<file path="src/design/sdl_pkg.sv">
// shared constants and types for the serial converter load path
package sdl_pkg;
  localparam int CLK_NS = 4;
  localparam int SCLK_HALF_NS = 100;
  localparam int LOAD_MIN_NS = 50;
  localparam logic [7:0] SCLK_HALF = 8'((SCLK_HALF_NS + CLK_NS - 1) / CLK_NS);
  localparam logic [7:0] LOAD_CYC = 8'((LOAD_MIN_NS + CLK_NS - 1) / CLK_NS);
  localparam int WORD_BITS = 16;
  localparam int CODE_BITS = 12;
  localparam int FIFO_DEPTH = 16;
  localparam logic [4:0] LAST_BIT = 5'h0F;
  localparam logic [4:0] BYTE_BIT = 5'h07;
  // register offsets
  localparam logic [7:0] OFS_CTRL = 8'h00;
  localparam logic [7:0] OFS_DATA = 8'h04;
  localparam logic [7:0] OFS_STAT = 8'h08;
  localparam logic [31:0] CTRL_RST = 32'h0000_0000;
  // control fields
  localparam int CTRL_CHAIN = 0;
  localparam int CTRL_AUTO = 1;
  localparam int CTRL_CLR = 2;
  localparam int CTRL_BYTE = 3;
  localparam int CTRL_NW_LSB = 4;
  // status fields
  localparam int STAT_BUSY = 0;
  localparam int STAT_FULL = 1;
  localparam int STAT_EMPTY = 2;
  // device pin sample positions
  localparam int PIN_SCLK = 0;
  localparam int PIN_SYNC = 1;
  localparam int PIN_SDI = 2;
  localparam int PIN_LOAD = 3;
  localparam int PIN_CLR = 4;
  localparam int PIN_CHAIN = 5;
  // sampler preset: every pin at its idle level, so reset makes no false edge
  localparam logic [5:0] PIN_IDLE = 6'h1A;
  typedef enum logic [2:0] {
    SDL_IDLE = 3'h0,
    SDL_SETUP = 3'h1,
    SDL_HIGH = 3'h2,
    SDL_LOW = 3'h3,
    SDL_NEXT = 3'h4,
    SDL_END = 3'h5,
    SDL_LOAD = 3'h6
  } sdl_state_t;
endpackage

</file>
<file path="src/design/sdl_link_if.sv">
// serial link between host controller and converter device
`timescale 1ns/100ps
`default_nettype none
interface sdl_link_if;
  logic sclk;
  logic sync_n;
  logic sdin;
  logic latch_load_strobe_n;
  logic latch_clear_n;
  logic chain_enable;
  logic sdout;
  modport host (output sclk, sync_n, sdin, latch_load_strobe_n, latch_clear_n, chain_enable,
                input sdout);
  modport dev (input sclk, sync_n, sdin, latch_load_strobe_n, latch_clear_n, chain_enable,
               output sdout);
endinterface
`default_nettype wire

</file>
<file path="src/design/sdl_fifo.sv">
// word fifo with valid/ready on both sides
`timescale 1ns/100ps
`default_nettype none
module sdl_fifo #(
  parameter int W = 16,
  parameter int D = 16
) (
  input  wire logic         pclk,
  input  wire logic         presetn,
  input  wire logic         in_valid,
  output logic              in_ready,
  input  wire logic [W-1:0] in_data,
  output logic              out_valid,
  input  wire logic         out_ready,
  output logic [W-1:0]      out_data
);
  localparam int AW = $clog2(D);
  typedef struct packed {
    logic [AW:0] wp;
    logic [AW:0] rp;
  } sdl_fifo_s_t;
  sdl_fifo_s_t r_reg, r_next;
  logic [W-1:0] mem [D];
  logic         full, empty;

  ////////////////////////////////////////////////////////////////////////
  // full when pointers differ only in wrap bit
  assign full = (r_reg.wp[AW] != r_reg.rp[AW]) && (r_reg.wp[AW-1:0] == r_reg.rp[AW-1:0]);
  assign empty = r_reg.wp == r_reg.rp;
  assign in_ready = !full;
  assign out_valid = !empty;
  assign out_data = mem[r_reg.rp[AW-1:0]];

  // pointer update
  always_comb begin
    r_next = r_reg;
    if (in_valid && !full) r_next.wp = r_reg.wp + 1'b1;
    if (out_ready && !empty) r_next.rp = r_reg.rp + 1'b1;
  end

  always_ff @(posedge pclk or negedge presetn) begin
    if (!presetn) r_reg <= '0;
    else r_reg <= r_next;
  end

  // storage, no reset needed
  always_ff @(posedge pclk) begin
    if (in_valid && !full) mem[r_reg.wp[AW-1:0]] <= in_data;
  end
endmodule
`default_nettype wire

</file>
<file path="src/design/sdl_host.sv">
// host end: apb registers, word fifo, serial framer and load strobe
`timescale 1ns/100ps
`default_nettype none
module sdl_host (
  input  wire logic        pclk,
  input  wire logic        presetn,
  input  wire logic        psel,
  input  wire logic        penable,
  input  wire logic        pwrite,
  input  wire logic [7:0]  paddr,
  input  wire logic [31:0] pwdata,
  output logic [31:0]      prdata,
  output logic             pready,
  output logic             pslverr,
  sdl_link_if.host         link
);
  typedef struct packed {
    sdl_pkg::sdl_state_t st;
    logic [7:0]          tmr;
    logic [4:0]          bcnt;
    logic [3:0]          wcnt;
    logic [15:0]         sh;
    logic                sclk;
    logic                sync_n;
    logic                sdo;
    logic                load_n;
    logic [31:0]         ctrl;
    logic                rdy;
    logic                err;
    logic [31:0]         rdata;
  } sdl_host_s_t;
  sdl_host_s_t r_reg, r_next;
  logic        f_in_valid, f_in_ready, f_out_valid, f_out_ready;
  logic [15:0] f_out_data;
  logic        wr_data, acc, mapped;
  logic        auto_mode;
  logic [3:0]  nwords;

  ////////////////////////////////////////////////////////////////////////
  // bus decode
  assign acc = psel && penable;
  assign wr_data = pwrite && paddr == sdl_pkg::OFS_DATA;
  assign mapped = paddr == sdl_pkg::OFS_CTRL || paddr == sdl_pkg::OFS_DATA ||
                  paddr == sdl_pkg::OFS_STAT;
  assign f_in_valid = acc && r_reg.rdy && wr_data && mapped;
  assign auto_mode = r_reg.ctrl[sdl_pkg::CTRL_AUTO];
  assign nwords = r_reg.ctrl[sdl_pkg::CTRL_NW_LSB +: 4];
  assign f_out_ready = r_reg.st == sdl_pkg::SDL_IDLE || r_reg.st == sdl_pkg::SDL_NEXT;

  sdl_fifo #(
    .W (16),
    .D (sdl_pkg::FIFO_DEPTH)
  ) u_fifo (
    .pclk      (pclk),
    .presetn   (presetn),
    .in_valid  (f_in_valid),
    .in_ready  (f_in_ready),
    .in_data   (pwdata[15:0]),
    .out_valid (f_out_valid),
    .out_ready (f_out_ready),
    .out_data  (f_out_data)
  );

  ////////////////////////////////////////////////////////////////////////
  // register slave and serial framer
  always_comb begin
    r_next = r_reg;
    // one wait state; a data write waits while the fifo is full
    r_next.rdy = acc && !r_reg.rdy && (!wr_data || f_in_ready);
    r_next.err = 1'b0;
    if (acc && !r_reg.rdy) begin
      r_next.err = !mapped;
      case (paddr)
        sdl_pkg::OFS_CTRL: r_next.rdata = r_reg.ctrl;
        sdl_pkg::OFS_STAT: r_next.rdata = {29'h0, !f_out_valid, !f_in_ready,
                                           r_reg.st != sdl_pkg::SDL_IDLE};
        default: r_next.rdata = 32'h0;
      endcase
    end
    if (acc && r_reg.rdy && pwrite && paddr == sdl_pkg::OFS_CTRL) begin
      r_next.ctrl = pwdata;
    end
    if (r_reg.tmr != 8'h00) r_next.tmr = r_reg.tmr - 8'h01;
    case (r_reg.st)
      sdl_pkg::SDL_IDLE: begin
        r_next.load_n = !auto_mode;
        if (f_out_valid) begin
          r_next.sh = f_out_data;
          r_next.sync_n = 1'b0;
          r_next.tmr = sdl_pkg::SCLK_HALF;
          r_next.bcnt = '0;
          r_next.wcnt = '0;
          r_next.st = sdl_pkg::SDL_SETUP;
        end
      end
      sdl_pkg::SDL_SETUP: begin
        // clock rises only after frame select has been low a half period
        if (r_reg.tmr <= 8'h01) begin
          r_next.sclk = 1'b1;
          r_next.sdo = r_reg.sh[15];
          r_next.sh = {r_reg.sh[14:0], 1'b0};
          r_next.tmr = sdl_pkg::SCLK_HALF;
          r_next.st = sdl_pkg::SDL_HIGH;
        end
      end
      sdl_pkg::SDL_HIGH: begin
        if (r_reg.tmr <= 8'h01) begin
          r_next.sclk = 1'b0;
          r_next.tmr = sdl_pkg::SCLK_HALF;
          r_next.st = sdl_pkg::SDL_LOW;
        end
      end
      sdl_pkg::SDL_LOW: begin
        if (r_reg.tmr <= 8'h01) begin
          r_next.bcnt = r_reg.bcnt + 5'h01;
          r_next.tmr = sdl_pkg::SCLK_HALF;
          if (r_reg.bcnt == sdl_pkg::LAST_BIT) begin
            r_next.wcnt = r_reg.wcnt + 4'h1;
            if (r_reg.wcnt == nwords) begin
              r_next.sync_n = 1'b1;
              r_next.st = sdl_pkg::SDL_END;
            end else begin
              r_next.st = sdl_pkg::SDL_NEXT;
            end
          end else if (r_reg.bcnt == sdl_pkg::BYTE_BIT && r_reg.ctrl[sdl_pkg::CTRL_BYTE]) begin
            r_next.st = sdl_pkg::SDL_SETUP;
          end else begin
            r_next.sclk = 1'b1;
            r_next.sdo = r_reg.sh[15];
            r_next.sh = {r_reg.sh[14:0], 1'b0};
            r_next.st = sdl_pkg::SDL_HIGH;
          end
        end
      end
      sdl_pkg::SDL_NEXT: begin
        // frame select stays low while the next word is awaited
        if (f_out_valid) begin
          r_next.sh = f_out_data;
          r_next.bcnt = '0;
          r_next.tmr = sdl_pkg::SCLK_HALF;
          r_next.st = sdl_pkg::SDL_SETUP;
        end
      end
      sdl_pkg::SDL_END: begin
        if (r_reg.tmr <= 8'h01) begin
          if (auto_mode) begin
            r_next.st = sdl_pkg::SDL_IDLE;
          end else begin
            r_next.load_n = 1'b0;
            r_next.tmr = sdl_pkg::LOAD_CYC;
            r_next.st = sdl_pkg::SDL_LOAD;
          end
        end
      end
      sdl_pkg::SDL_LOAD: begin
        if (r_reg.tmr <= 8'h01) begin
          r_next.load_n = 1'b1;
          r_next.st = sdl_pkg::SDL_IDLE;
        end
      end
      default: r_next.st = sdl_pkg::SDL_IDLE;
    endcase
  end

  always_ff @(posedge pclk or negedge presetn) begin
    if (!presetn) r_reg <= '{st: sdl_pkg::SDL_IDLE, sync_n: 1'b1, load_n: 1'b1,
                             ctrl: sdl_pkg::CTRL_RST, default: '0};
    else r_reg <= r_next;
  end

  ////////////////////////////////////////////////////////////////////////
  // outputs straight from the state register
  assign prdata = r_reg.rdata;
  assign pready = r_reg.rdy;
  assign pslverr = r_reg.err;
  assign link.sclk = r_reg.sclk;
  assign link.sync_n = r_reg.sync_n;
  assign link.sdin = r_reg.sdo;
  assign link.latch_load_strobe_n = r_reg.load_n;
  assign link.latch_clear_n = !r_reg.ctrl[sdl_pkg::CTRL_CLR];
  assign link.chain_enable = r_reg.ctrl[sdl_pkg::CTRL_CHAIN];
endmodule
`default_nettype wire

</file>
<file path="src/flat_wrapper.sv">
// flat-port wrapper written by rule: the top's interface ports become plain ports
module sdl_host_flat 
  (pclk, presetn, psel, penable, pwrite, paddr, pwdata, prdata, pready, pslverr, link_sclk, link_sync_n, link_sdin, link_latch_load_strobe_n, link_latch_clear_n, link_chain_enable, link_sdout);
  sdl_link_if link_i ();
  input  wire logic pclk;
  input  wire logic presetn;
  input  wire logic psel;
  input  wire logic penable;
  input  wire logic pwrite;
  input  wire logic [7:0] paddr;
  input  wire logic [31:0] pwdata;
  output logic [31:0] prdata;
  output logic pready;
  output logic pslverr;
  output wire logic [$bits(link_i.sclk)-1:0] link_sclk;
  output wire logic [$bits(link_i.sync_n)-1:0] link_sync_n;
  output wire logic [$bits(link_i.sdin)-1:0] link_sdin;
  output wire logic [$bits(link_i.latch_load_strobe_n)-1:0] link_latch_load_strobe_n;
  output wire logic [$bits(link_i.latch_clear_n)-1:0] link_latch_clear_n;
  output wire logic [$bits(link_i.chain_enable)-1:0] link_chain_enable;
  input wire logic [$bits(link_i.sdout)-1:0] link_sdout;
  assign link_sclk = link_i.sclk;
  assign link_sync_n = link_i.sync_n;
  assign link_sdin = link_i.sdin;
  assign link_latch_load_strobe_n = link_i.latch_load_strobe_n;
  assign link_latch_clear_n = link_i.latch_clear_n;
  assign link_chain_enable = link_i.chain_enable;
  assign link_i.sdout = link_sdout;
  sdl_host u_core (.pclk(pclk), .presetn(presetn), .psel(psel), .penable(penable), .pwrite(pwrite), .paddr(paddr), .pwdata(pwdata), .prdata(prdata), .pready(pready), .pslverr(pslverr), .link(link_i));
endmodule
</file>
<file path="config.mk">
export PLATFORM = sky130hd
export DESIGN_NAME = sdl_host_flat
export DESIGN_NICKNAME = d
export VERILOG_FILES = /design/src/design/sdl_pkg.sv /design/src/design/sdl_link_if.sv /design/src/design/sdl_fifo.sv /design/src/design/sdl_host.sv /design/src/flat_wrapper.sv
export SDC_FILE = /design/constraint.sdc
export NUM_CORES = 1
export LEC_CHECK = 0
export BUFFER_PORTS_ARGS = -buffer_cell sky130_fd_sc_hd__clkbuf_2
export CORE_MARGIN = 5
export CORE_UTILIZATION = 63
export DETAILED_ROUTE_END_ITERATION = 10
export GPL_ROUTABILITY_DRIVEN = 0
export GPL_TIMING_DRIVEN = 0
export PLACE_DENSITY_LB_ADDON = 0.1
export SLEW_MARGIN = 40
export SYNTH_ARGS = -nofsm -noshare
export SYNTH_HDL_FRONTEND = slang
export SYNTH_HIERARCHICAL = 1
export SYNTH_SLANG_ARGS = --single-unit
</file>
<file path="constraint.sdc">
create_clock -name pclk -period 4.5 [get_ports pclk]
set_input_delay 0.675 -clock pclk [delete_from_list [all_inputs] [get_ports pclk]]
set_output_delay 0.675 -clock pclk [all_outputs]
set_load 0.005 [all_outputs]
</file>
==> impl_metrics.xml <==
<?xml version="1.0" encoding="UTF-8"?>
<metrics>
  <group name="sta">
    <metric name="setup_viol" unit="">0</metric>
    <metric name="tightest_slew" unit="ps">852</metric>
    <metric name="maxSlewViolCount" unit="">0</metric>
    <metric name="achievable-frequency" unit="GHz">0.337</metric>
    <metric name="timing_hold_violations_final" unit="">0</metric>
    <metric name="period_share" unit="%">65.9</metric>
    <metric name="grt_setup_unrepaired" unit="">false</metric>
    <metric name="timing.max_slew.rel_slack" unit="%">43.0</metric>
    <metric name="fin_hold_ws" unit="ps">121</metric>
    <metric name="postLayoutSetupSlackWorst" unit="ps">1530</metric>
    <metric name="finClkSkew" unit="ps">19.8</metric>
    <metric name="fin_setup_tns" unit="ps">0</metric>
    <metric name="fin_crit" unit="ps">2970</metric>
  </group>
  <group name="final_layout">
    <metric name="commonest_cells_after_routing_fill_and_taps_aside" unit="">edfxtp_1 (256), dfrtp_1 (114), clkbuf_2 (82)</metric>
    <metric name="finalCoreUtilization" unit="%">74.3</metric>
    <metric name="largest_register_ffs" unit="">256</metric>
    <metric name="areaGrowthSynthToFinish" unit="%">16.3</metric>
    <metric name="final_common_cell" unit="">edfxtp_1</metric>
    <metric name="post_route_cells_drive_above_1_share" unit="%">32.5</metric>
    <metric name="finish.net_count" unit="">1134</metric>
    <metric name="num_antenna_cells" unit="">0</metric>
  </group>
  <group name="synthesis">
    <metric name="synth_top_flop_cell" unit="">edfxtp_1</metric>
    <metric name="synth-async-reset-ratio" unit="%">31.2</metric>
    <metric name="synth.yosys.seq_area_share" unit="%">68.2</metric>
    <metric name="edff_count_synth" unit="">256</metric>
    <metric name="synth_compound_area_share" unit="%">7.32</metric>
    <metric name="synth_area_leaders" unit="">edfxtp_1 (49%), dfrtp_1 (18%), mux4_2 (9.3%)</metric>
    <metric name="synth.distinct_cells" unit="">65</metric>
    <metric name="synth_area_leader_cell" unit="">edfxtp_1</metric>
    <metric name="yosysTopAreaCellShare" unit="%">49.5</metric>
    <metric name="synthesized_instance_count" unit="">936</metric>
    <metric name="synth.area.mux_share" unit="%">13.0</metric>
    <metric name="synthesis.nets" unit="">993</metric>
    <metric name="synth-simple-area-share" unit="%">4.98</metric>
    <metric name="synth_top_family_by_area" unit="">multiplexers</metric>
    <metric name="count_of_warnings_emitted_by_yosys" unit="">6</metric>
    <metric name="synth-xor-area-share" unit="%">1.39</metric>
    <metric name="synth-adder-area-share" unit="%">0.886</metric>
    <metric name="syn_area_per_cell" unit="µm²">16.6</metric>
    <metric name="post_synthesis_cell_area" unit="µm²">15500</metric>
    <metric name="ys_ff_latch" unit="">372</metric>
  </group>
  <group name="clock_network">
    <metric name="postCtsSetupBuffers" unit="">0</metric>
    <metric name="clock_network_latency_to_the_later_pin_of_the_worst_skew_pair" unit="ps">530</metric>
    <metric name="holdBufCountCts" unit="">0</metric>
    <metric name="cts.htree.levels" unit="">2</metric>
    <metric name="number_of_gates_resized_after_cts" unit="">0</metric>
    <metric name="cts-root-buf" unit="">clkbuf_16</metric>
    <metric name="clock_path_buffers" unit="">3</metric>
    <metric name="clock_sink_count" unit="">372</metric>
    <metric name="tritoncts" unit="">built</metric>
    <metric name="cts_buffers" unit="">38</metric>
    <metric name="clk_transition_reported_paths" unit="ps">60</metric>
  </group>
  <group name="worst_setup_path">
    <metric name="timing.critical_path.slowest_stage_cell" unit="">nor2_1</metric>
    <metric name="r2r_cells" unit="">10</metric>
    <metric name="cp.arrival" unit="ps">3410</metric>
    <metric name="r2r_slack" unit="ps">1530</metric>
    <metric name="crit-reg2reg-capture" unit="">u_core/r_reg[78]</metric>
    <metric name="crit_path_max_fanout" unit="">10</metric>
    <metric name="max_stage_delay" unit="ps">660</metric>
    <metric name="critical_path.endpoint_type" unit="">flip-flop</metric>
    <metric name="worst-path-stages" unit="">10</metric>
    <metric name="critical_path_endpoint" unit="">u_core/r_reg[78]</metric>
    <metric name="worst-path-buf-inv" unit="">3</metric>
    <metric name="worstPathCellList" unit="">buf_4, xnor2_2, nand4_2, buf_4, or2_2, nand2b_1, nor2_1, clkbuf_1, a211oi_1, a31oi_1</metric>
    <metric name="crit_type" unit="">reg2reg</metric>
    <metric name="worst_setup_path_startpoint" unit="">u_core/u_fifo/r_reg[2]</metric>
    <metric name="worst_path_most_repeated_cell" unit="">buf_4</metric>
    <metric name="cp_top_family" unit="">simple AND/OR/NAND/NOR gates</metric>
    <metric name="crit-reg2reg-launch" unit="">u_core/u_fifo/r_reg[2]</metric>
    <metric name="critical_path.startpoint_type" unit="">flip-flop</metric>
    <metric name="cp_data_required_time" unit="ps">4940</metric>
  </group>
  <group name="drt">
    <metric name="total_drc_errors_in_the_routed_layout" unit="">0</metric>
    <metric name="drt_first_iter_violations" unit="">977</metric>
    <metric name="detail_route.wirelength" unit="µm">33900</metric>
    <metric name="route.vias.total" unit="">8902</metric>
    <metric name="drtPass1Iterations" unit="">6</metric>
    <metric name="wl_per_cell" unit="µm">23.7</metric>
    <metric name="detail-route-antenna-nets" unit="">0</metric>
    <metric name="viasPerCell" unit="">6.22</metric>
  </group>
  <group name="global_routing">
    <metric name="track_usage" unit="%">24.5</metric>
    <metric name="grt_first_pass_wirelength" unit="µm">53000</metric>
    <metric name="initial_antenna_violation_count" unit="">0</metric>
    <metric name="grt_remaining_overflow" unit="">0</metric>
    <metric name="gr-max-usage-layer" unit="">met2</metric>
    <metric name="grtUsageMet1" unit="%">35.1</metric>
    <metric name="via_count_of_the_first_global_routing_pass" unit="">9052</metric>
    <metric name="grtUsageMet2" unit="%">40.0</metric>
    <metric name="grt_max_degree" unit="">64</metric>
    <metric name="grtUsageMet3" unit="%">4.46</metric>
  </group>
  <group name="place">
    <metric name="port_buffers" unit="">83</metric>
    <metric name="post-dp-hpwl" unit="µm">22500</metric>
    <metric name="preCtsSetupSlack" unit="ps">1260</metric>
  </group>
  <group name="pwr">
    <metric name="worst_ir_drop_vdd" unit="mV">0.357</metric>
    <metric name="power.total" unit="mW">9.54</metric>
    <metric name="power-per-cell-area" unit="nW/µm²">528</metric>
    <metric name="p_leak" unit="nW">6.91</metric>
  </group>
  <group name="floorplanning">
    <metric name="row_count" unit="">57</metric>
    <metric name="ios" unit="">86</metric>
    <metric name="initial_core_util" unit="%">63.9</metric>
    <metric name="die_y" unit="µm">167</metric>
    <metric name="area_of_the_die" unit="µm²">27900</metric>
    <metric name="design.core.area" unit="µm²">24300</metric>
    <metric name="die_w" unit="µm">167</metric>
  </group>
  <group name="worst_hold_path">
    <metric name="hold_class" unit="">in2async</metric>
  </group>
  <group name="run_status">
    <metric name="outcome" unit="">completed</metric>
  </group>
  <group name="flow_run">
    <metric name="cap_viol_max_count" unit="">0</metric>
  </group>
</metrics>
## cell usage after synthesis, drive strengths merged (3+ instances only)
| cell type | instances |
|---|---|
| a211oi | 17 |
| o21ai | 32 |
| a22o | 29 |
| or2 | 3 |
| nor3 | 9 |
| clkbuf | 21 |
| ha | 11 |
| a31oi | 17 |
| o22ai | 32 |
| edfxtp | 256 |
| and3 | 7 |
| mux2i | 7 |
| mux4 | 64 |
| nand2b | 5 |
| nor3b | 4 |
| o31ai | 3 |
| nor4 | 4 |
| xnor2 | 13 |
| mux2 | 35 |
| a21oi | 8 |
| nand3 | 27 |
| nand2 | 24 |
| nand4 | 10 |
| a21o | 4 |
| xor2 | 10 |
| o211ai | 5 |
| dfrtp | 114 |
| inv | 17 |
| nor2 | 43 |
| buf | 70 |
| nor2b | 6 |
## how the worst min path moves through the flow
stage / from / slack [ps] / end
2_1_floorplan: presetn / 380 / u_core/auto_mode
3_3_place_gp: u_core/prdata[0] / 460 / u_core/prdata[0]
3_5_place_dp: u_core/prdata[0] / 470 / u_core/prdata[0]
4_1_cts: presetn / 130 / u_core/r_reg[61]
5_1_grt: presetn / 150 / u_core/prdata[14]
6_report: presetn / 120 / u_core/r_reg[48]
## where the power goes
group          leakage [nW]  switching [mW]  internal, mW
Clock                 0.653            1.29          2.05
Sequential             3.84           0.122          3.82
Combinational          2.41            1.29         0.974
## stage by stage
step / instances / cell area (µm²)
after floorplan: 936 / 15500
after global placement: 1343 / 16400
after detailed placement: 1361 / 16700
after CTS: 1431 / 18100
after global routing: 1431 / 18100
final: 1431 / 18100
## area by class of cell
type                       count  area, µm²
sequential                   372      10600
fill                        1474       6240
multi-input combinational    456       4400
clock buffer                  45        987
timing repair buffer         101        669
buffer                        91        603
tap                          324        405
clock inverter                25        357
inverter                      17       63.8
## metal layers
layer	wire length (µm)	vias up
met3	2360	59
li1	-	3928
met5	0	-
met1	14000	4563
met2	16900	352
met4	705	0
## worst register-to-register path: cells and delay by family (launching register included)
kind	cells	cell delay [ps]
XOR/XNOR	1	150
buffers and inverters	3	920
flip-flops	1	380
AO/OA/AOI/OAI	2	270
AND/OR/NAND/NOR	4	1160
## cell families (layout without fill, tap and decap cells)
| family | count (synthesis) | after routing |
|---|---|---|
| AO/OA/AOI/OAI | 165 | 165 |
| AND/OR/NAND/NOR | 151 | 151 |
| XOR/XNOR | 23 | 23 |
| buffers and inverters | 108 | 279 |
| adder cells (fa/ha/maj) | 11 | 11 |
| multiplexers | 106 | 106 |
| flip-flops | 372 | 372 |
(Power assumes the default switching activity.)
